**src/hw/sfd_pkg.sv**
```systemverilog
package sfd_pkg;

  // ----------------------------------------------------------------
  // special field codes handled here
  // ----------------------------------------------------------------
  typedef enum logic [4:0] {
    SFD_CHAR_CLASS     = 5'h00,
    SFD_INTR_CLR       = 5'h01,
    SFD_CARRY_CLEAR    = 5'h15,
    SFD_CC_ZERO_TEST   = 5'h1A,
    SFD_CC_LESS        = 5'h1B,
    SFD_CC_GREATER     = 5'h1C,
    SFD_CC_EQUAL       = 5'h1D,
    SFD_CC_SIGNED_CMP  = 5'h1E,
    SFD_NO_ACTION      = 5'h1F
  } sfd_code_e;

  // ----------------------------------------------------------------
  // condition code values
  // ----------------------------------------------------------------
  localparam logic [1:0] SFD_CC_GT = 2'h0;  // greater
  localparam logic [1:0] SFD_CC_LT = 2'h1;  // less
  localparam logic [1:0] SFD_CC_EQ = 2'h2;  // equal
  localparam logic [1:0] SFD_CC_RESET = 2'h0;

  // ----------------------------------------------------------------
  // operand-bus field positions (bit 0 is the most significant)
  // ----------------------------------------------------------------
  localparam int SFD_UB_HALT       = 0;
  localparam int SFD_UB_RUN        = 1;
  localparam int SFD_UB_SYS_HALT   = 2;
  localparam int SFD_UB_SEL_MSB    = 4;
  localparam int SFD_UB_SEL_LSB    = 7;
  localparam int SFD_UB_CHAR_MSB   = 8;
  localparam int SFD_UB_CHAR_LSB   = 15;
  localparam int SFD_UB_DIAG_SET   = 10;
  localparam int SFD_UB_CLR_ISTACK = 11;
  localparam int SFD_UB_CLR_DISP   = 12;
  localparam int SFD_UB_FREEZE     = 14;
  localparam int SFD_UB_PANEL_CLR  = 15;
  localparam int SFD_TB_SIGN       = 0;

  // ----------------------------------------------------------------
  // octal selector values
  // ----------------------------------------------------------------
  localparam logic [3:0] SFD_SEL_NOP        = 4'h0;
  localparam logic [3:0] SFD_SEL_BOUNDS     = 4'h1;
  localparam logic [3:0] SFD_SEL_ILL_ADDR   = 4'h2;
  localparam logic [3:0] SFD_SEL_TIMER      = 4'h3;
  localparam logic [3:0] SFD_SEL_SYS_PAR    = 4'h4;
  localparam logic [3:0] SFD_SEL_ADDR_PAR   = 4'h5;
  localparam logic [3:0] SFD_SEL_DATA_PAR   = 4'h6;
  localparam logic [3:0] SFD_SEL_MODULE     = 4'h7;
  localparam logic [3:0] SFD_SEL_EXTERNAL   = 4'h8;  // octal 10
  localparam logic [3:0] SFD_SEL_POWER_FAIL = 4'h9;  // octal 11
  localparam logic [3:0] SFD_SEL_REV_SYS    = 4'hE;  // octal 16
  localparam logic [3:0] SFD_SEL_REV_CU     = 4'hF;  // octal 17

  // ----------------------------------------------------------------
  // ascii ranges for character classing
  // ----------------------------------------------------------------
  localparam logic [7:0] SFD_ASC_DIGIT_LO = 8'h30;
  localparam logic [7:0] SFD_ASC_DIGIT_HI = 8'h39;
  localparam logic [7:0] SFD_ASC_UPPER_LO = 8'h41;
  localparam logic [7:0] SFD_ASC_UPPER_HI = 8'h5A;
  localparam logic [7:0] SFD_ASC_LOWER_LO = 8'h61;
  localparam logic [7:0] SFD_ASC_LOWER_HI = 8'h7A;

  // ----------------------------------------------------------------
  // interrupt status register layout
  // ----------------------------------------------------------------
  typedef struct packed {
    logic halt;
    logic run;
    logic sys_halt;
    logic bounds_violation;
    logic illegal_address;
    logic cpu_timer;
    logic sys_parity;
    logic addr_parity;
    logic data_parity;
    logic module_intr;
    logic ext_intr;
    logic power_fail;
    logic interrupt_stack_flag;
    logic dispatcher_flag;
  } sfd_isr_s;

  localparam logic [13:0] SFD_ISR_RESET = 14'h0000;
  // bits forced by the diagnostic set: the error and interrupt group
  localparam logic [13:0] SFD_ISR_DIAG_MASK = 14'h07FC;
  localparam logic SFD_CARRY_RESET = 1'b0;

  // diagnostic pulses and parity modes leaving the decoder
  typedef struct packed {
    logic sys_parity_reverse;
    logic control_unit_parity_reverse;
    logic diag_freeze;
    logic panel_clear;
  } sfd_diag_s;

  localparam logic [3:0] SFD_DIAG_RESET = 4'h0;

endpackage

```
**src/hw/sfd_special_decoder.sv**
```systemverilog
`timescale 1ns/1ps

// Overview of operation
// - signed compare: result word bit 0 set and zero detect false gives condition code 01
// - signed compare: zero detect true gives condition code 10
// - signed compare: bit 0 clear and not zero gives condition code 00
// - character class: operand bits 8 to 15 special character gives 01
// - character class: letter gives 10, digit gives 00
// - equal code always loads condition code 10
// - greater code always loads condition code 00
// - less code always loads condition code 01
// - status clear: operand bits 0, 1, 2 set clear halt, run and system halt
// - status clear: bits 4-7 octal selector clears one source or reverses parity
// - status clear: bits 10,11,12,14,15 force set, clear flags, freeze, panel clear
// - carry clear code clears the status carry bit
// - zero test: zero detect gives 10, otherwise 00
module sfd_special_decoder
  import sfd_pkg::*;
(
  input  wire logic       core_clk,
  input  wire logic       sys_rst,
  input  wire logic       micro_en,
  input  wire logic [4:0] special_field,
  input  wire logic [0:15] t_bus,
  input  wire logic       t_zero,
  input  wire logic [0:15] u_bus,
  input  wire logic       carry_set,
  input  wire sfd_isr_s   isr_set,
  output logic      [1:0] cond_code,
  output logic            carry,
  output sfd_isr_s        interrupt_status_reg,
  output sfd_diag_s       diag_out,
  output logic            special_busy
);

  // ----------------------------------------------------------------
  // function: octal selector to status clear mask
  // ----------------------------------------------------------------
  function automatic sfd_isr_s sel_clear_mask(input logic [3:0] sel);
    sfd_isr_s m;
    m = sfd_isr_s'(SFD_ISR_RESET);
    case (sel)
      SFD_SEL_BOUNDS: begin
        m.bounds_violation = 1'b1;
      end
      SFD_SEL_ILL_ADDR: begin
        m.illegal_address = 1'b1;
      end
      SFD_SEL_TIMER: begin
        m.cpu_timer = 1'b1;
      end
      SFD_SEL_SYS_PAR: begin
        m.sys_parity = 1'b1;
      end
      SFD_SEL_ADDR_PAR: begin
        m.addr_parity = 1'b1;
      end
      SFD_SEL_DATA_PAR: begin
        m.data_parity = 1'b1;
      end
      SFD_SEL_MODULE: begin
        m.module_intr = 1'b1;
      end
      SFD_SEL_EXTERNAL: begin
        m.ext_intr = 1'b1;
      end
      SFD_SEL_POWER_FAIL: begin
        m.power_fail = 1'b1;
      end
      default: begin
        m = sfd_isr_s'(SFD_ISR_RESET);  // nop and unused selector values
      end
    endcase
    return m;
  endfunction

  // ----------------------------------------------------------------
  // decode of the special field
  // ----------------------------------------------------------------
  sfd_code_e  code;
  logic       do_signed_cmp;
  logic       do_char_class;
  logic       do_equal;
  logic       do_greater;
  logic       do_less;
  logic       do_zero_test;
  logic       do_intr_clr;
  logic       do_carry_clear;
  logic [1:0] char_cc;
  logic [3:0] octal_sel;

  // codes outside this block decode to no action here
  always_comb begin
    code           = sfd_code_e'(special_field);
    do_signed_cmp  = 1'b0;
    do_char_class  = 1'b0;
    do_equal       = 1'b0;
    do_greater     = 1'b0;
    do_less        = 1'b0;
    do_zero_test   = 1'b0;
    do_intr_clr    = 1'b0;
    do_carry_clear = 1'b0;
    octal_sel      = u_bus[SFD_UB_SEL_MSB:SFD_UB_SEL_LSB];
    // a microcycle without the enable decodes no action; hardware sets still reach carry and status
    if (micro_en) begin
      case (code)
        SFD_CC_SIGNED_CMP: begin
          do_signed_cmp = 1'b1;
        end
        SFD_CHAR_CLASS: begin
          do_char_class = 1'b1;
        end
        SFD_CC_EQUAL: begin
          do_equal = 1'b1;
        end
        SFD_CC_GREATER: begin
          do_greater = 1'b1;
        end
        SFD_CC_LESS: begin
          do_less = 1'b1;
        end
        SFD_CC_ZERO_TEST: begin
          do_zero_test = 1'b1;
        end
        SFD_INTR_CLR: begin
          do_intr_clr = 1'b1;
        end
        SFD_CARRY_CLEAR: begin
          do_carry_clear = 1'b1;
        end
        default: begin
          do_signed_cmp = 1'b0;
        end
      endcase
    end
  end

  // character classifier on operand bits 8..15
  sfd_char_class u_char_class (
    .ascii_char (u_bus[SFD_UB_CHAR_MSB:SFD_UB_CHAR_LSB]),
    .char_cc    (char_cc)
  );

  // ----------------------------------------------------------------
  // condition code
  // ----------------------------------------------------------------
  logic [1:0] next_cond_code;

  // zero detect is checked before sign so a stray sign bit on a zero
  // word cannot report less
  always_comb begin
    next_cond_code = cond_code;
    if (do_signed_cmp) begin
      if (t_zero) begin
        next_cond_code = SFD_CC_EQ;
      end else if (t_bus[SFD_TB_SIGN]) begin
        next_cond_code = SFD_CC_LT;
      end else begin
        next_cond_code = SFD_CC_GT;
      end
    end else if (do_char_class) begin
      next_cond_code = char_cc;
    end else if (do_equal) begin
      next_cond_code = SFD_CC_EQ;
    end else if (do_greater) begin
      next_cond_code = SFD_CC_GT;
    end else if (do_less) begin
      next_cond_code = SFD_CC_LT;
    end else if (do_zero_test) begin
      next_cond_code = t_zero ? SFD_CC_EQ : SFD_CC_GT;
    end
  end

  always_ff @(posedge core_clk) begin
    if (sys_rst) begin
      cond_code <= SFD_CC_RESET;
    end else begin
      cond_code <= next_cond_code;
    end
  end

  // ----------------------------------------------------------------
  // carry bit of the status register
  // ----------------------------------------------------------------
  logic next_carry;

  // an alu carry arriving with the clear code wins
  always_comb begin
    next_carry = carry;
    if (do_carry_clear) begin
      next_carry = 1'b0;
    end
    // set looked at last so it overrides a clear in the same cycle
    if (carry_set) begin
      next_carry = 1'b1;
    end
  end

  always_ff @(posedge core_clk) begin
    if (sys_rst) begin
      carry <= SFD_CARRY_RESET;
    end else begin
      carry <= next_carry;
    end
  end

  // ----------------------------------------------------------------
  // interrupt status register
  // ----------------------------------------------------------------
  sfd_isr_s   clr_mask;
  sfd_isr_s   force_mask;
  sfd_isr_s   next_isr;
  logic [13:0] isr_vec;

  // clear mask from the operand word; bit 3 and bits 8, 9, 13 ignored
  always_comb begin
    clr_mask   = sfd_isr_s'(SFD_ISR_RESET);
    force_mask = sfd_isr_s'(SFD_ISR_RESET);
    if (do_intr_clr) begin
      clr_mask = sel_clear_mask(octal_sel);
      clr_mask.halt     = u_bus[SFD_UB_HALT];
      clr_mask.run      = u_bus[SFD_UB_RUN];
      clr_mask.sys_halt = u_bus[SFD_UB_SYS_HALT];
      clr_mask.interrupt_stack_flag = u_bus[SFD_UB_CLR_ISTACK];
      clr_mask.dispatcher_flag      = u_bus[SFD_UB_CLR_DISP];
      // diagnostic set is ored in after the clear, so it wins
      if (u_bus[SFD_UB_DIAG_SET]) begin
        force_mask = sfd_isr_s'(SFD_ISR_DIAG_MASK);
      end
    end
  end

  // hardware events set after the clear, so a set never gets lost
  always_comb begin
    isr_vec  = (interrupt_status_reg & ~clr_mask) | force_mask | isr_set;
    next_isr = sfd_isr_s'(isr_vec);
  end

  always_ff @(posedge core_clk) begin
    if (sys_rst) begin
      interrupt_status_reg <= sfd_isr_s'(SFD_ISR_RESET);
    end else begin
      interrupt_status_reg <= next_isr;
    end
  end

  // ----------------------------------------------------------------
  // parity reversal modes and diagnostic pulses
  // ----------------------------------------------------------------
  sfd_diag_s next_diag;

  // parity reversal toggles a held mode; freeze and panel clear are
  // one-microcycle pulses, registered so they are glitch free
  always_comb begin
    next_diag             = diag_out;
    next_diag.diag_freeze = 1'b0;
    next_diag.panel_clear = 1'b0;
    if (do_intr_clr) begin
      if (octal_sel == SFD_SEL_REV_SYS) begin
        next_diag.sys_parity_reverse = ~diag_out.sys_parity_reverse;
      end
      if (octal_sel == SFD_SEL_REV_CU) begin
        next_diag.control_unit_parity_reverse =
          ~diag_out.control_unit_parity_reverse;
      end
      // pulses follow the operand bits only on the clear code
      next_diag.diag_freeze = u_bus[SFD_UB_FREEZE];
      next_diag.panel_clear = u_bus[SFD_UB_PANEL_CLR];
    end
  end

  always_ff @(posedge core_clk) begin
    if (sys_rst) begin
      diag_out <= sfd_diag_s'(SFD_DIAG_RESET);
    end else begin
      diag_out <= next_diag;
    end
  end

  // ----------------------------------------------------------------
  // activity indication
  // ----------------------------------------------------------------
  logic next_busy;

  // high for the cycle after any recognised action was taken
  always_comb begin
    next_busy = do_signed_cmp || do_char_class || do_equal || do_greater ||
                do_less || do_zero_test || do_intr_clr || do_carry_clear;
  end

  always_ff @(posedge core_clk) begin
    if (sys_rst) begin
      special_busy <= 1'b0;
    end else begin
      special_busy <= next_busy;
    end
  end

endmodule

```
**src/hw/sfd_char_class.sv**
```systemverilog
`timescale 1ns/1ps

module sfd_char_class
  import sfd_pkg::*;
(
  input  wire logic [7:0] ascii_char,
  output logic      [1:0] char_cc
);

  // ----------------------------------------------------------------
  // classify one character
  // ----------------------------------------------------------------
  logic is_digit;
  logic is_alpha;

  // anything neither letter nor digit counts as special, controls too
  always_comb begin
    is_digit = (ascii_char >= SFD_ASC_DIGIT_LO) && (ascii_char <= SFD_ASC_DIGIT_HI);
    is_alpha = ((ascii_char >= SFD_ASC_UPPER_LO) && (ascii_char <= SFD_ASC_UPPER_HI)) ||
               ((ascii_char >= SFD_ASC_LOWER_LO) && (ascii_char <= SFD_ASC_LOWER_HI));
    if (is_alpha) begin
      char_cc = SFD_CC_EQ;
    end else if (is_digit) begin
      char_cc = SFD_CC_GT;
    end else begin
      char_cc = SFD_CC_LT;
    end
  end

endmodule

```
**config.mk**
```make
export PLATFORM = sky130hd
export DESIGN_NAME = sfd_special_decoder
export DESIGN_NICKNAME = d
export VERILOG_FILES = /design/src/hw/sfd_pkg.sv /design/src/hw/sfd_special_decoder.sv /design/src/hw/sfd_char_class.sv
export SDC_FILE = /design/constraint.sdc
export NUM_CORES = 1
export LEC_CHECK = 0
export CORE_MARGIN = 2
export CORE_UTILIZATION = 60
export CTS_CLUSTER_SIZE = 8
export DETAILED_ROUTE_END_ITERATION = 16
export DONT_BUFFER_PORTS = 1
export PLACE_DENSITY = 0.76
export SYNTH_ARGS = -nofsm -noshare
export SYNTH_HDL_FRONTEND = slang
export SYNTH_HIERARCHICAL = 1
export SYNTH_SLANG_ARGS = --single-unit
```
**constraint.sdc**
```tcl
create_clock -name core_clk -period 1.3 [get_ports core_clk]
set_clock_uncertainty 0.05 [all_clocks]
set_input_delay 0.065 -clock core_clk [delete_from_list [all_inputs] [get_ports core_clk]]
set_output_delay 0.065 -clock core_clk [all_outputs]
set_load 0.005 [all_outputs]
```
* After elaboration in Yosys (flattened, before gate mapping)
Index checks and enable logic that the tools add are counted.
** Storage, ports and cells
- Register bits after elaboration :: 22
- Latch bits :: 0
- RAM bits :: 0
- Bits in read-only memories :: 0
- Output and inout bits :: 22
- Memories kept :: 0
** Operators by class
- Add/sub/neg operators :: 0
- Multiply operators :: 0
- Divide/modulo/power cells :: 0
- Order comparisons :: 6
- Equal/unequal tests :: 18
- Shifts and indexed selects :: 0
- Mux-type cells :: 41
- Bitwise logic cells :: 7
- Reductions and logical operators :: 17
** Operator list (number)
- 5-bit equality test, second input constant :: 6
- 1-bit two-way mux :: 29
- 14-bit OR :: 2
- 11-bit two-way mux :: 2
- 2-bit two-way mux :: 9
- 4-bit by 3-bit equality test with 1-bit output, second input constant :: 4
- 4-bit equality test, second input constant :: 4
- 8-bit by 7-bit greater-or-equal comparator with 1-bit output, second input constant :: 2
- 8-bit by 7-bit less-or-equal comparator with 1-bit output, second input constant :: 2
- 14-bit AND :: 1
- 14-bit two-way mux :: 1
- 14-bit inverter :: 1
- 4-bit by 2-bit equality test with 1-bit output, second input constant :: 2
- 8-bit by 6-bit greater-or-equal comparator with 1-bit output, second input constant :: 1
- 8-bit by 6-bit less-or-equal comparator with 1-bit output, second input constant :: 1
- 1-bit logical OR :: 8
- 6-bit nonzero test :: 1
- 5-bit by 1-bit equality test with 1-bit output, second input constant :: 1
- 5-bit logical NOT :: 1
- 4-bit by 1-bit equality test with 1-bit output, second input constant :: 1
- 2-bit AND reduction :: 2
- 1-bit logical AND :: 3
- 1-bit inverter :: 3
- 2-bit nonzero test :: 1
- 2-bit OR reduction :: 1

* Logic depth before layout (Yosys ltp)
Gate-level depths: netlist of run 1.
- Word-level depth :: 10
- Gate-level depth with buffers :: 6
- Depth with buffers taken out :: 5

* Hierarchy
The synthesis of run 1 kept the hierarchy.
** By module, submodules not included
- sfd_special_decoder :: instances 1, cells an instance 119, area each 1042.2 sq um, seq. area each 440.4 sq um
- sfd_char_class :: instances 1, cells an instance 12, area each 82.6 sq um, seq. area each 0.0 sq um

* Least setup slack after synthesis of run 1
OpenSTA, ideal clock, no wires.
- Kind :: input to register
- Start point :: input special_field[1]
- End point :: register interrupt_status_reg[10] (netlist name)
- Library setup time :: 0.133 ns
- Arrival time :: 0.964 ns
- Data required time :: 1.117 ns
- Slack :: 0.153 ns
- Stages :: 6
- Buffers on the path :: 2
- Cells stage by stage :: buf_6 -> and4bb_2 -> clkbuf_8 -> nand3_1 -> o21ai_0 -> a31oi_1
** Between the ends
- Word-level cells in the longest chain between the ends :: 8
- Elaborated cells on any way between the ends :: 9
- Those cells by class :: 1 x eq/ne; 4 x mux; 4 x bitwise
** Ends and longest elaborated chain
- from (decl) :: line sfd_special_decoder.sv:23 : input wire logic [4:0] special_field,
- 5-bit by 1-bit equality test with 1-bit output * :: line sfd_special_decoder.sv:106 : case (code)
- 1-bit two-way mux * :: line sfd_special_decoder.sv:106
- 1-bit two-way mux * :: line sfd_special_decoder.sv:105 : if (micro_en) begin
- 14-bit two-way mux :: line sfd_special_decoder.sv:219 : if (do_intr_clr) begin
- 14-bit inverter :: line sfd_special_decoder.sv:235 : isr_vec = (interrupt_status_reg & ~clr_mask) | force_mask | isr_set;
- 14-bit AND :: line sfd_special_decoder.sv:235
- 14-bit OR * (2 in a row) :: line sfd_special_decoder.sv:235
- to (signal assigned) :: line sfd_special_decoder.sv:241 : interrupt_status_reg <= sfd_isr_s'(SFD_ISR_RESET);
- to (signal assigned) :: line sfd_special_decoder.sv:243 : interrupt_status_reg <= next_isr;
- to (decl) :: line sfd_special_decoder.sv:31 : output sfd_isr_s interrupt_status_reg,
Mark *: on every way between the ends. The rest lies on a longest branch, timed or not.
A chain may end at the register's enable or synchronous reset.

* Worst setup path in the final report of run 1
- Start point :: register interrupt_status_reg[11] (netlist name)
- End point :: register interrupt_status_reg[11] (netlist name)
** Between the ends
- Word-level cells in the longest chain between the ends :: 3
** Ends and longest elaborated chain (line)
- 14-bit AND :: sfd_special_decoder.sv:235
- 14-bit OR (2 in a row) :: sfd_special_decoder.sv:235
Every way passes these cells.

==> results of run 1 <==
cell usage in the layout (no fill, tap or decap), drive strengths merged, types with 2 or more instances in the layout:
| master | count |
|---|---|
| dlygate4sd3 | 31 |
| dfxtp | 22 |
| nor2 | 12 |
| inv | 11 |
| a31oi | 10 |
| nand3 | 10 |
| o21ai | 10 |
| a21oi | 10 |
| nand2 | 5 |
| buf | 5 |
| nand2b | 3 |
| clkbuf | 3 |
| and3 | 3 |
| o31ai | 2 |
| a32oi | 2 |
| nor3b | 2 |
worst max path at each step:
stage / endpoint
detailed placement: interrupt_status_reg[7]
global placement: interrupt_status_reg[7]
CTS: interrupt_status_reg[0]
floorplan: interrupt_status_reg[10]
finish: interrupt_status_reg[11]
global route: interrupt_status_reg[1]
through the flow:
| step | setup TNS, ns | power [µW] | area (µm²) |
|---|---|---|---|
| floorplan | 0 | 862 | 1120 |
| global placement | 0 | 863 | 1140 |
| detailed placement | 0 | 870 | 1140 |
| CTS | 0 | 1470 | 1510 |
| global route | -0.00000444 | 1530 | 1520 |
| finish | 0 | 1490 | 1520 |
worst min-delay path: cells and delay by family:
kind | cells | cell delay, ns
AO/OA/AOI/OAI | 2 | 0.21
AND/OR/NAND/NOR | 1 | 0.09
what timing repair did:
action / in CTS / in global routing
gates resized for setup: 0 / 4
hold buffers: 31 / 3
endpoints found under the setup margin: 0 / 5
hold endpoints to repair: 22 / 3
buffers inserted: 0 / 1
power by group:
group          switching [µW]  internal, µW  leakage [µW]
registers                28.2           713      0.000183
clock network             217           312     0.0000279
logic                    90.7           126      0.000389
layout make-up:
class | count | area, µm² | share of cell area, %
well taps | 25 | 31.3 | 2.06
clock buffers | 3 | 22.5 | 1.48
clock inverters | 1 | 30.0 | 1.97
repair buffers | 36 | 360 | 23.7
multi-input cells | 91 | 592 | 38.9
inverters | 11 | 41.3 | 2.71
flip-flops and latches | 22 | 444 | 29.2
per-layer routing:
layer	wire length [µm]	GRT usage [%]	vias to the layer above
li1	-	-	544
met1	1270	33.6	534
met2	1650	50.0	68
met3	232	10.0	12
met4	75	10.0	0
met5	0	0	-
cell families (layout without fill, tap and decap cells):
group                  Yosys count  after routing  share of synthesized area [%]
AND/OR/NAND/NOR                 47             47                           26.3
flip-flops                      22             22                           39.2
multiplexers                     1              1                          0.890
buffers and inverters           18             51                           8.56
AO/OA/AOI/OAI                   41             41                           23.6
XOR/XNOR                         2              2                           1.56
==> results.txt, run 1 <==
The run finished with clean final reports. The worst slack after detailed placement is 0.173 ns. Including well taps, the total number of placed cells is roughly 150. After the first detailed-routing iteration, the DRC count stood at 38. The total DRC errors in the routed layout is 0.

The hold slack is 0.0357 ns. The diode insertion count for antenna repair came out at 0. The relative max-transition margin is 46.3%. The cell sitting at the root of the clock tree is a clkbuf_4.

The number of buffers between clock root and the deepest sink came out at 2. The depth of the critical timing path with buffers and inverters included is 3. STA classifies the critical path startpoint as a register. The setup slack after layout is 0.0675 ns. Synthesis produced a netlist with a net count of 187. The routed via count divided by cell count came out at 6.13. The flip-flop and latch count after synthesis came out at 22. The biggest fanout along the worst timing path is 2. The actual transition at the worst max-transition pin is 0.803 ns. The TritonCTS clock tree is built. Among cell families on the critical path, the largest total delay comes from buffers and inverters. The die covers 2240 µm². By instance count, the leading cell after synthesis is dfxtp_1.

The number of max-cap violations came out at 0. Across the VDD grid, the largest voltage drop is roughly 0.0009 V. In this run the count of I/O pins placed on the die edge is between 70 and 80. The worst setup slack for register-to-register paths came out at 0.07 ns. The commonest cells after synthesis are 22 x dfxtp_1, 12 x nor2_1, 11 x inv_1.

The type of the worst setup path is register to register. The global-route wire length before repair came out at 4500 µm. STA classifies the critical path endpoint as a register. The arrival time of the worst setup path is 1.37 ns. From bottom edge to top edge, the die measures 47.3 µm. At the later pin of the worst-skew pair, clock insertion delay measures 0.31 ns. The final antenna-violating net count is 0. The total via count in the routed design is 1158. The cell accounting for the most synthesized area is dfxtp_1. The initial antenna violation count is 0. The maximum cell stage delay along the critical path is 0.56 ns. The largest net degree at the start of global routing is 23.

In this run the critical register-to-register path is captured at interrupt_status_reg[11]. The count of unique library cells instantiated by Yosys came out at 42. The remaining global-route overflow came out at 0. The start point of the worst hold path is u_bus[4]. The dominant synthesized flop cell is dfxtp_1. The end-of-flow core utilization is 87.2%. The fraction of the yosys area taken by sequential cells came out at 39.2%. The net count reported at finish came out at 221. The yosys synthesis warning count came out at 6. The count of flip-flops with a built-in enable after synthesis is 0. In this run the critical register-to-register path is launched from interrupt_status_reg[11].

The synthesized area divided by synthesized cell count came out at around 8.6 µm². The final estimated routing congestion in global placement came out at approximately 0.85. The total power per unit cell area is 978 nW/µm². Once the floorplan was initialized, standard cells occupied 64.4% of the core. The final critical-path share of the clock period is 94.8%. The top-area cell type share of the netlist area is 39.2%. The ratio of cells with drive above 1 in the final layout is 12.2%.

In this run the tool buffered the top-level ports with 0 buffer cells. The number of cell rows is 15. The leakage power came out at 0.000600 µW. The number of levels the H-tree was split into came out at 1.

The path with the worst hold slack has its endpoint at interrupt_status_reg[2]. The critical path goes through a21oi_1 > dlygate4sd3_1 > nor2_1. The number of global-route vias before repair came out at around 1100. The synthesized instance count came out at approximately 130.

The clock sink count is 22. The final max-slew violation count was 0. Counting the fill cells in the layout gives 91.

On the critical path, the stage with the largest delay is an instance of dlygate4sd3_1. Once layout is complete, the cells apart from fillers number 189. Detailed placement ended at an HPWL of 1890 µm.

Counting flops with an async set or reset pin after synthesis yields a share of 0%. The register with the most flip-flops in the layout has 14 of them. The top achievable clock speed came out at 811 MHz. The worst hold path stage count came out at 3. The data required time at the worst endpoint is between 1 and 1.5 ns. Wires add up to 3230 µm. The routed wire length per instance is around 17 µm. The final number of setup-violating endpoints came out at 0. The layout-stage area growth over the synthesis result is 35.3%.

The area of the core region came out at 1750 µm². Before antenna repair, the detailed router went through 4 iterations. The path class of the tightest hold or removal check is primary input to register. The clock transition at the register clock pins on the worst setup and hold paths after CTS is 0.13 ns. The die is 47.3 µm wide.

The count of cells along the worst register-to-register path is 3. The aggregate global-route resource usage came out at between 20% and 30%. The worst setup path startpoint is interrupt_status_reg[11]. By area the synthesized netlist is led by dfxtp_1 39%, a31oi_1 5.6%, a21oi_1 4.4%. The total CTS buffers came out at 3.

The clock period minus worst slack is around 1.2 ns. The number of hold violations in the final report is 0. The post-synthesis cell area came out at 1120 µm². The number of buffer and inverter instances along the worst setup path came out at 1.
No activity file was read; power rests on OpenSTA's default activity.
==> inputs of run 2 (changes only) <==
Settings changed: CORE_UTILIZATION 60 to 54, PLACE_DENSITY 0.76 to 0.72.
Clock period 1.3 ns to 1 ns, I/O delays scaled along.
==> results.txt, run 2 (synthesis gave the netlist of run 1 again) <==
The total wire length is 2580 µm (-20%). The clock sink count is 22 (unchanged). The final antenna-violating net count is 0 (unchanged). The actual transition at the worst max-transition pin is 0.281 ns (-0.522 ns). The final estimated routing congestion in global placement is 0.755 (-11%). The total CTS buffers came out at 3 (unchanged). The number of detailed-route iterations in the first pass came out at 4 (unchanged).

Setup repair after global routing left no endpoint under its margin. The count of boundary I/O pins is 78 (unchanged). The instance area at placement was 1170 µm² (+2.2%). The library cells used most frequently in the layout, excluding fill and tap cells, are 22 x dfxtp_1, 11 x inv_1, 11 x nor2_1, 10 x a31oi_1, 10 x a21oi_1.

The clock latency of the later-clocked register in the worst-skew pair was 0.30 ns (about the same). The net count reported at finish was 191 (-14%). The diode insertion count for antenna repair is 0 (unchanged). The starting utilization of the core area was 57.3% (-7.1 points).

Grouping stages by cell kind, the critical path spends the most delay in simple AND/OR/NAND/NOR gates. The number of cell rows came out at 16 (+1). CTS placed an instance of clkbuf_4 at the clock tree root. The leakage power is 0.000462 µW (-23%). The biggest fanout along the worst timing path came to 4 (+2). The die outline height was 49.6 µm (+5.0%). The initial antenna violation count was 0 (unchanged). The initial DRC count came out at 32 (-16%). The worst-path cell with the longest stage delay is and4bb_2. The hold slack is -0.248 ns (-0.284 ns). The global-route wire length before repair came out at 4110 µm (-8.7%). The total power per unit cell area was 1320 nW/µm² (+35%). The kind of capture point of the worst setup path is a register. The top achievable clock speed is 1210 MHz. TritonCTS built the clock tree.

The number of levels the H-tree was split into came out at 1 (unchanged). The ratio of cells with drive above 1 in the final layout came out at 16.4% (+4.2 points). The routed via count divided by cell count was 6.16 (+0.56%). The number of port buffers came out at 0 (unchanged). The final number of setup-violating endpoints was 0 (unchanged).

The x dimension of the die was 49.6 µm (+5.0%). The post-cts sizing count is 0 (unchanged). The area growth from synthesis to layout is 7.12%. The final max-slew violation count is 0 (unchanged). The final instance area came out at 1200 µm² (-21%). The number of buffer and inverter instances along the worst setup path came to 0 (-1). The arrival time of the worst setup path is 0.97 ns (-0.40 ns).

The data required time at the worst endpoint came out at 1.14 ns (-0.30 ns). The number of buffers inserted by post-CTS setup repair is 0 (unchanged). The routed wire length per instance is 16.0 µm (-6.3%).

The detailed-placement wirelength estimate is 2010 µm (+6.2%). The peak supply drop is 0.00108 V (+19%). The number of fill cells in the layout is 196 (+120%). The final critical-path share of the clock period came out at slightly above 80%. The floorplan die area came to 2460 µm² (+10%). The flow ran to the end, but the final reports show violations.

The clock transition at the register clock pins on the worst setup and hold paths after CTS came out at 0.11 ns (-0.02 ns). The clock period minus worst slack came out at just over 0.8 ns. The aggregate global-route resource usage came out at 21.1% (-8.1 points). The worst setup path is of the primary input to register kind.

STA classifies the critical path startpoint as a primary input. The maximum cell stage delay along the critical path was 0.33 ns (-0.23 ns). The number of max-cap violations is 0 (unchanged).

The number of flip-flops under the largest register name is 14 (unchanged). The number of hold violations in the final report is 22 (+22). The number of buffers between clock root and the deepest sink is 2 (unchanged).

The area of the core region is 1960 µm² (+12%). The remaining global-route overflow is 0 (unchanged). The number of global-route vias before repair is 940 (-12%). The final reports fail on hold timing. The signal on the critical path passes through and4bb_2 > nand4b_1 > o31ai_1 > a31oi_1. The library cell used most frequently in the layout, excluding fill and tap cells, is dfxtp_1. The total DRC errors in the routed layout is 0 (unchanged). The total via count in the routed design came to 992 (-14%). The end-of-flow core utilization is 61.4% (-26 points). The largest net degree at the start of global routing is 23 (unchanged). The relative max-transition margin is 81.3% (+35 points).

The min-delay analysis places its worst path in the category primary input to register.
-- run 2: cell count changes in the layout (fill, tap and decap cells not counted), moves of 2 or more --
cell           change
buf_4              +2
dfxtp_1            +3
dfxtp_2            -3
dlygate4sd3_1     -31
nand3_1            -2
nand3_2            +2
o21ai_0            -6
o21ai_1            +6
-- run 2: worst reg2reg max path, cell delays in order, from the launching register on --
cell     delay, ns
dfxtp_1       0.37
a21bo_2       0.22
a21oi_1       0.12
-- run 2: final cells by class --
type                    instances  area (µm²)  area share [%]
clock buffers                   4        36.3            3.01
inverters                      11        41.3            3.43
multi-input cells              91         608            50.5
flip-flops and latches         22         440            36.6
well taps                      27        33.8            2.80
repair buffers                  6        45.0            3.74
-- run 2: report_power, final --
part / total [µW] / leakage, µW / switching, µW / internal (µW)
combinational: 157 / 0.000259 / 73.4 / 83.5
clock: 469 / 0.0000210 / 247 / 222
sequential: 960 / 0.000182 / 35.1 / 925
total: 1590 / 0.000462 / 356 / 1230
-- run 2: layer usage --
layer	GRT usage (%)	up-vias	wire length (µm)
met1	24.2	460	1050
met5	0	-	0
met3	9.39	0	249
met2	37.3	50	1280
li1	-	482	-
met4	1.39	0	0
-- run 2: worst paths after layout --
kind | slack, ns | cells after the start | startpoint | end
setup / recovery | 0.17 | 4 | special_field[3] | interrupt_status_reg[7]
hold / removal | -0.25 | 1 | sys_rst | cond_code[0]
setup reg to reg | 0.18 | 2 | cond_code[0] | cond_code[0]
hold reg to reg | 0.45 | 2 | interrupt_status_reg[3] | interrupt_status_reg[3]
-- run 2: metrics by stage --
step	cells	total power (µW)	setup TNS, ns	worst slack (ns)
after CTS	161	1620	0	0.163
after detailed placement	157	1140	-0.445	-0.122
final	161	1590	0	0.174
after floorplan	131	1130	-1.02	-0.118
after global routing	161	1670	0	0.110
after global placement	157	1130	-0.233	-0.0876
==> inputs of run 3 (changes only) <==
Settings changed: ABC_AREA from default to 1, CORE_UTILIZATION 54 to 60, PLACE_DENSITY 0.72 to 0.76.
Clock period 1 ns to 0.8 ns, I/O delays scaled along.
==> results.txt, run 3 <==
The worst slack after detailed placement is -0.227 ns (-0.106 ns). The area of the core region came to 1980 µm² (+1.0%). The flip-flop and latch count after synthesis came to 22 (unchanged).

The number of detailed-route iterations in the first pass was 5 (+1). dfxtp_1 takes more of the synthesized area than any other cell. The count of unique library cells instantiated by Yosys is 24 (-43%).

The switching part of the total power is 25.6% (+3.2 points). The number of flip-flops under the largest register name came to 14 (unchanged). The clock sink count is 22 (unchanged). The hold slack came out at -0.284 ns (-0.0353 ns). The count of flip-flops with a built-in enable after synthesis came out at 0 (unchanged). The number of global-route vias before repair was 1200 (+28%). The number of buffers between clock root and the deepest sink is 2 (unchanged).

The register area came out at 452 µm² (+2.6%). The arrival time of the worst setup path came out at 0.78 ns (-0.19 ns). The routed wire length per instance came out at 12.1 µm (-24%). The number of port buffers came out at 0 (unchanged). Among all flip-flop cells after synthesis, the most frequent one is dfxtp_1. The maximum cell stage delay along the critical path came out at 0.35 ns (+0.02 ns).

STA classifies the critical path startpoint as a register. The clock tree root buffer cell is clkbuf_4. The final antenna-violating net count is 0 (unchanged). The clock period minus worst slack came out at 0.866 ns. The initial DRC count is 18 (-44%). The initial antenna violation count was 0 (unchanged). The clock latency of the later-clocked register in the worst-skew pair was 0.31 ns (about the same). The fraction of the yosys area taken by sequential cells came out at 34.9% (-4.3 points). Dividing the final minimum period by the clock period gives 108%. The logic gate share of total power came to 14.2% (+4.3 points). The global-route wire length before repair is 4670 µm (+14%). The net count reported at finish came out at 264 (+38%).

The routed via count divided by cell count is 5.32 (-14%). The top-area cell type share of the netlist area came out at 34.9% (-4.3 points). The run finished, with violations left. The relative max-transition margin is 76.7% (-4.6 points).

The die outline height is 49.9 µm (+0.51%). The actual transition at the worst max-transition pin was 0.348 ns (+0.0673 ns). The x dimension of the die came to 49.9 µm (+0.51%). The number of buffers inserted by post-CTS setup repair came out at 0 (unchanged).

The aggregate global-route resource usage came out at 23.8% (+2.8 points). The final max-slew violation count is 0 (unchanged). The number of cell rows is 16 (unchanged).

The biggest fanout along the worst timing path is 3 (-1). The critical path goes through buf_6. The total power per unit cell area is 1390 nW/µm² (+5.9%). The post-route total power came out at 2130 µW (+34%). The critical path is of the register to output port type.

The peak supply drop is 0.000777 V (-28%). Yosys attributes the largest share of cell area to dfxtp_1 35%, nor2_1 12%, nand2_1 10%. The library cell used most frequently in the layout, excluding fill and tap cells, is nor2_1.

The largest net degree at the start of global routing came out at 20 (-13%). The final estimated routing congestion in global placement is 0.788 (+4.4%). The switching power total came out at 545 µW (+53%). The leakage power is 0.000711 µW (+54%).

The total wire length is 2830 µm (+10%). The final number of setup-violating endpoints is 1 (+1). After clock tree synthesis, the flow added hold-fix buffers numbering 6. The checks that failed: hold timing, setup timing.

The number of buffer and inverter instances along the worst setup path came out at 1 (+1). Sorting the synthesized cells by how often they occur yields 42 x nor2_1, 34 x nand2_1, 22 x dfxtp_1, 22 x inv_1, 20 x nand3_1. The synthesized area divided by synthesized cell count was 6.51 µm² (-24%). The count of boundary I/O pins came out at 78 (unchanged). The clock transition at the register clock pins on the worst setup and hold paths after CTS is 0.12 ns (about the same).

The data required time at the worst endpoint is 0.71 ns (-0.43 ns). The worst-path cell with the longest stage delay is dfxtp_2. The diode insertion count for antenna repair was 0 (unchanged).

The worst setup path is captured at an output port. The starting utilization of the core area was 63.8% (+6.4 points). The instance area at placement came out at 1400 µm² (+20%).

The total DRC errors in the routed layout is 0 (unchanged). Setup repair after global routing could not meet its margin everywhere. The yosys synthesis warning count came out at 6 (unchanged). The fraction of power consumed by the clock network was 29.0% (-0.6 points). The number of fill cells in the layout came out at 154 (-21%).

The synthesized netlist net count is 250 (+34%). The ratio of cells with drive above 1 in the final layout is 29.0% (+13 points). The synthesized instance count came out at 194 (+48%). The detailed-placement wirelength estimate came out at 2150 µm (+7.3%). The proportion of power drawn by flip-flops and latches was 56.9% (-3.6 points).

The end-of-flow core utilization is 77.1% (+16 points). The top achievable clock speed is 1150 MHz. The cell-internal power came to 1580 µW (+29%). The number of hold violations in the final report came out at 18 (-18%). The layout-stage area growth over the synthesis result came out at 20.9%.

The final instance area is 1530 µm² (+27%). The remaining global-route overflow is 0 (unchanged). The area taken by multi-input logic gates was 752 µm² (+24%). Leaving out fill and tap cells, the most frequent cells in the layout are 39 x nor2_1, 33 x nand2_1, 19 x inv_1, 15 x nand3_1.

The proportion of synthesized flip-flops having asynchronous set or reset is 0% (unchanged). The floorplan die area is 2490 µm² (+1.0%). TritonCTS built the clock tree. The total via count in the routed design came out at 1244 (+25%). The setup slack after layout was -0.0664 ns (-0.240 ns). Yosys instantiated no cell more often than nor2_1. The type of the tightest min-delay check is primary input to register. The post-synthesis cell area came out at 1260 µm² (+12%). The number of levels the H-tree was split into was 1 (unchanged).

The total CTS buffers came out at 3 (unchanged). The kind of cell adding the most delay to the critical path is flip-flops. The number of max-cap violations came out at 0 (unchanged).
[run 3: changes by cell type after synthesis, sizes merged, moves of 3 or more]
cell,change
a31oi,-8
inv,+14
nor2,+36
nand2b,-3
nand2,+36
o21ai,-8
nand3,+12
a21oi,+8
[run 3: layer usage]
| layer | global-route usage (%) | share of wire [%] | routed length (µm) | up-vias |
|---|---|---|---|---|
| met5 | 0 | 0 | 0 | - |
| met2 | 43.3 | 50 | 1430 | 49 |
| li1 | - | - | - | 640 |
| met3 | 6.67 | 8.6 | 245 | 5 |
| met1 | 25.0 | 39 | 1100 | 550 |
| met4 | 11.1 | 2.1 | 60 | 0 |
[run 3: final timing paths]
path,slack (ns),end,cells after the start,from
max,-0.07,diag_out[3],1,diag_out[3]
min reg2reg,0.41,interrupt_status_reg[4],2,interrupt_status_reg[4]
max reg2reg,0.08,diag_out[3],3,diag_out[3]
min,-0.28,interrupt_status_reg[4],1,sys_rst
[run 3: stage by stage]
step,TNS [ns],cells
after floorplan,-2.24,194
after global placement,-3.02,223
after detailed placement,-3.56,223
after CTS,-0.108,233
after global routing,-0.0807,234
final,-0.0664,234
[run 3: cells by family after synthesis]
logic type / synth area share (%)
AOI/OAI and AO/OA: 10.4
and+or+nand+nor: 43.0
DFF: 34.9
xor gates and xnor gates: 0.693
buffers and inverters: 11.1
[run 3: layout make-up]
type                            instances  share of cell area, %
Multi-Input combinational cell        143                   49.2
Sequential cell                        22                   29.6
Timing Repair Buffer                   13                   8.60
Inverter                               25                   8.03
Clock buffer                            4                   2.38
Tap cell                               27                   2.21
[run 3: timing repair]
action,4_1_cts,5_1_grt
pin swaps,0,3
gates resized for setup,2,10
cloned,0,1
endpoints found under the hold margin,22,18
endpoints found under the setup margin,1,14
[run 3: power by group through the flow]
stage | logic [µW] | clock network, µW | registers [µW]
final | 302 | 617 | 1210
after global routing | 347 | 648 | 1220
after CTS | 296 | 616 | 1210
after detailed placement | 272 | 0 | 1230
after global placement | 258 | 0 | 1230
after floorplan | 246 | 0 | 1220
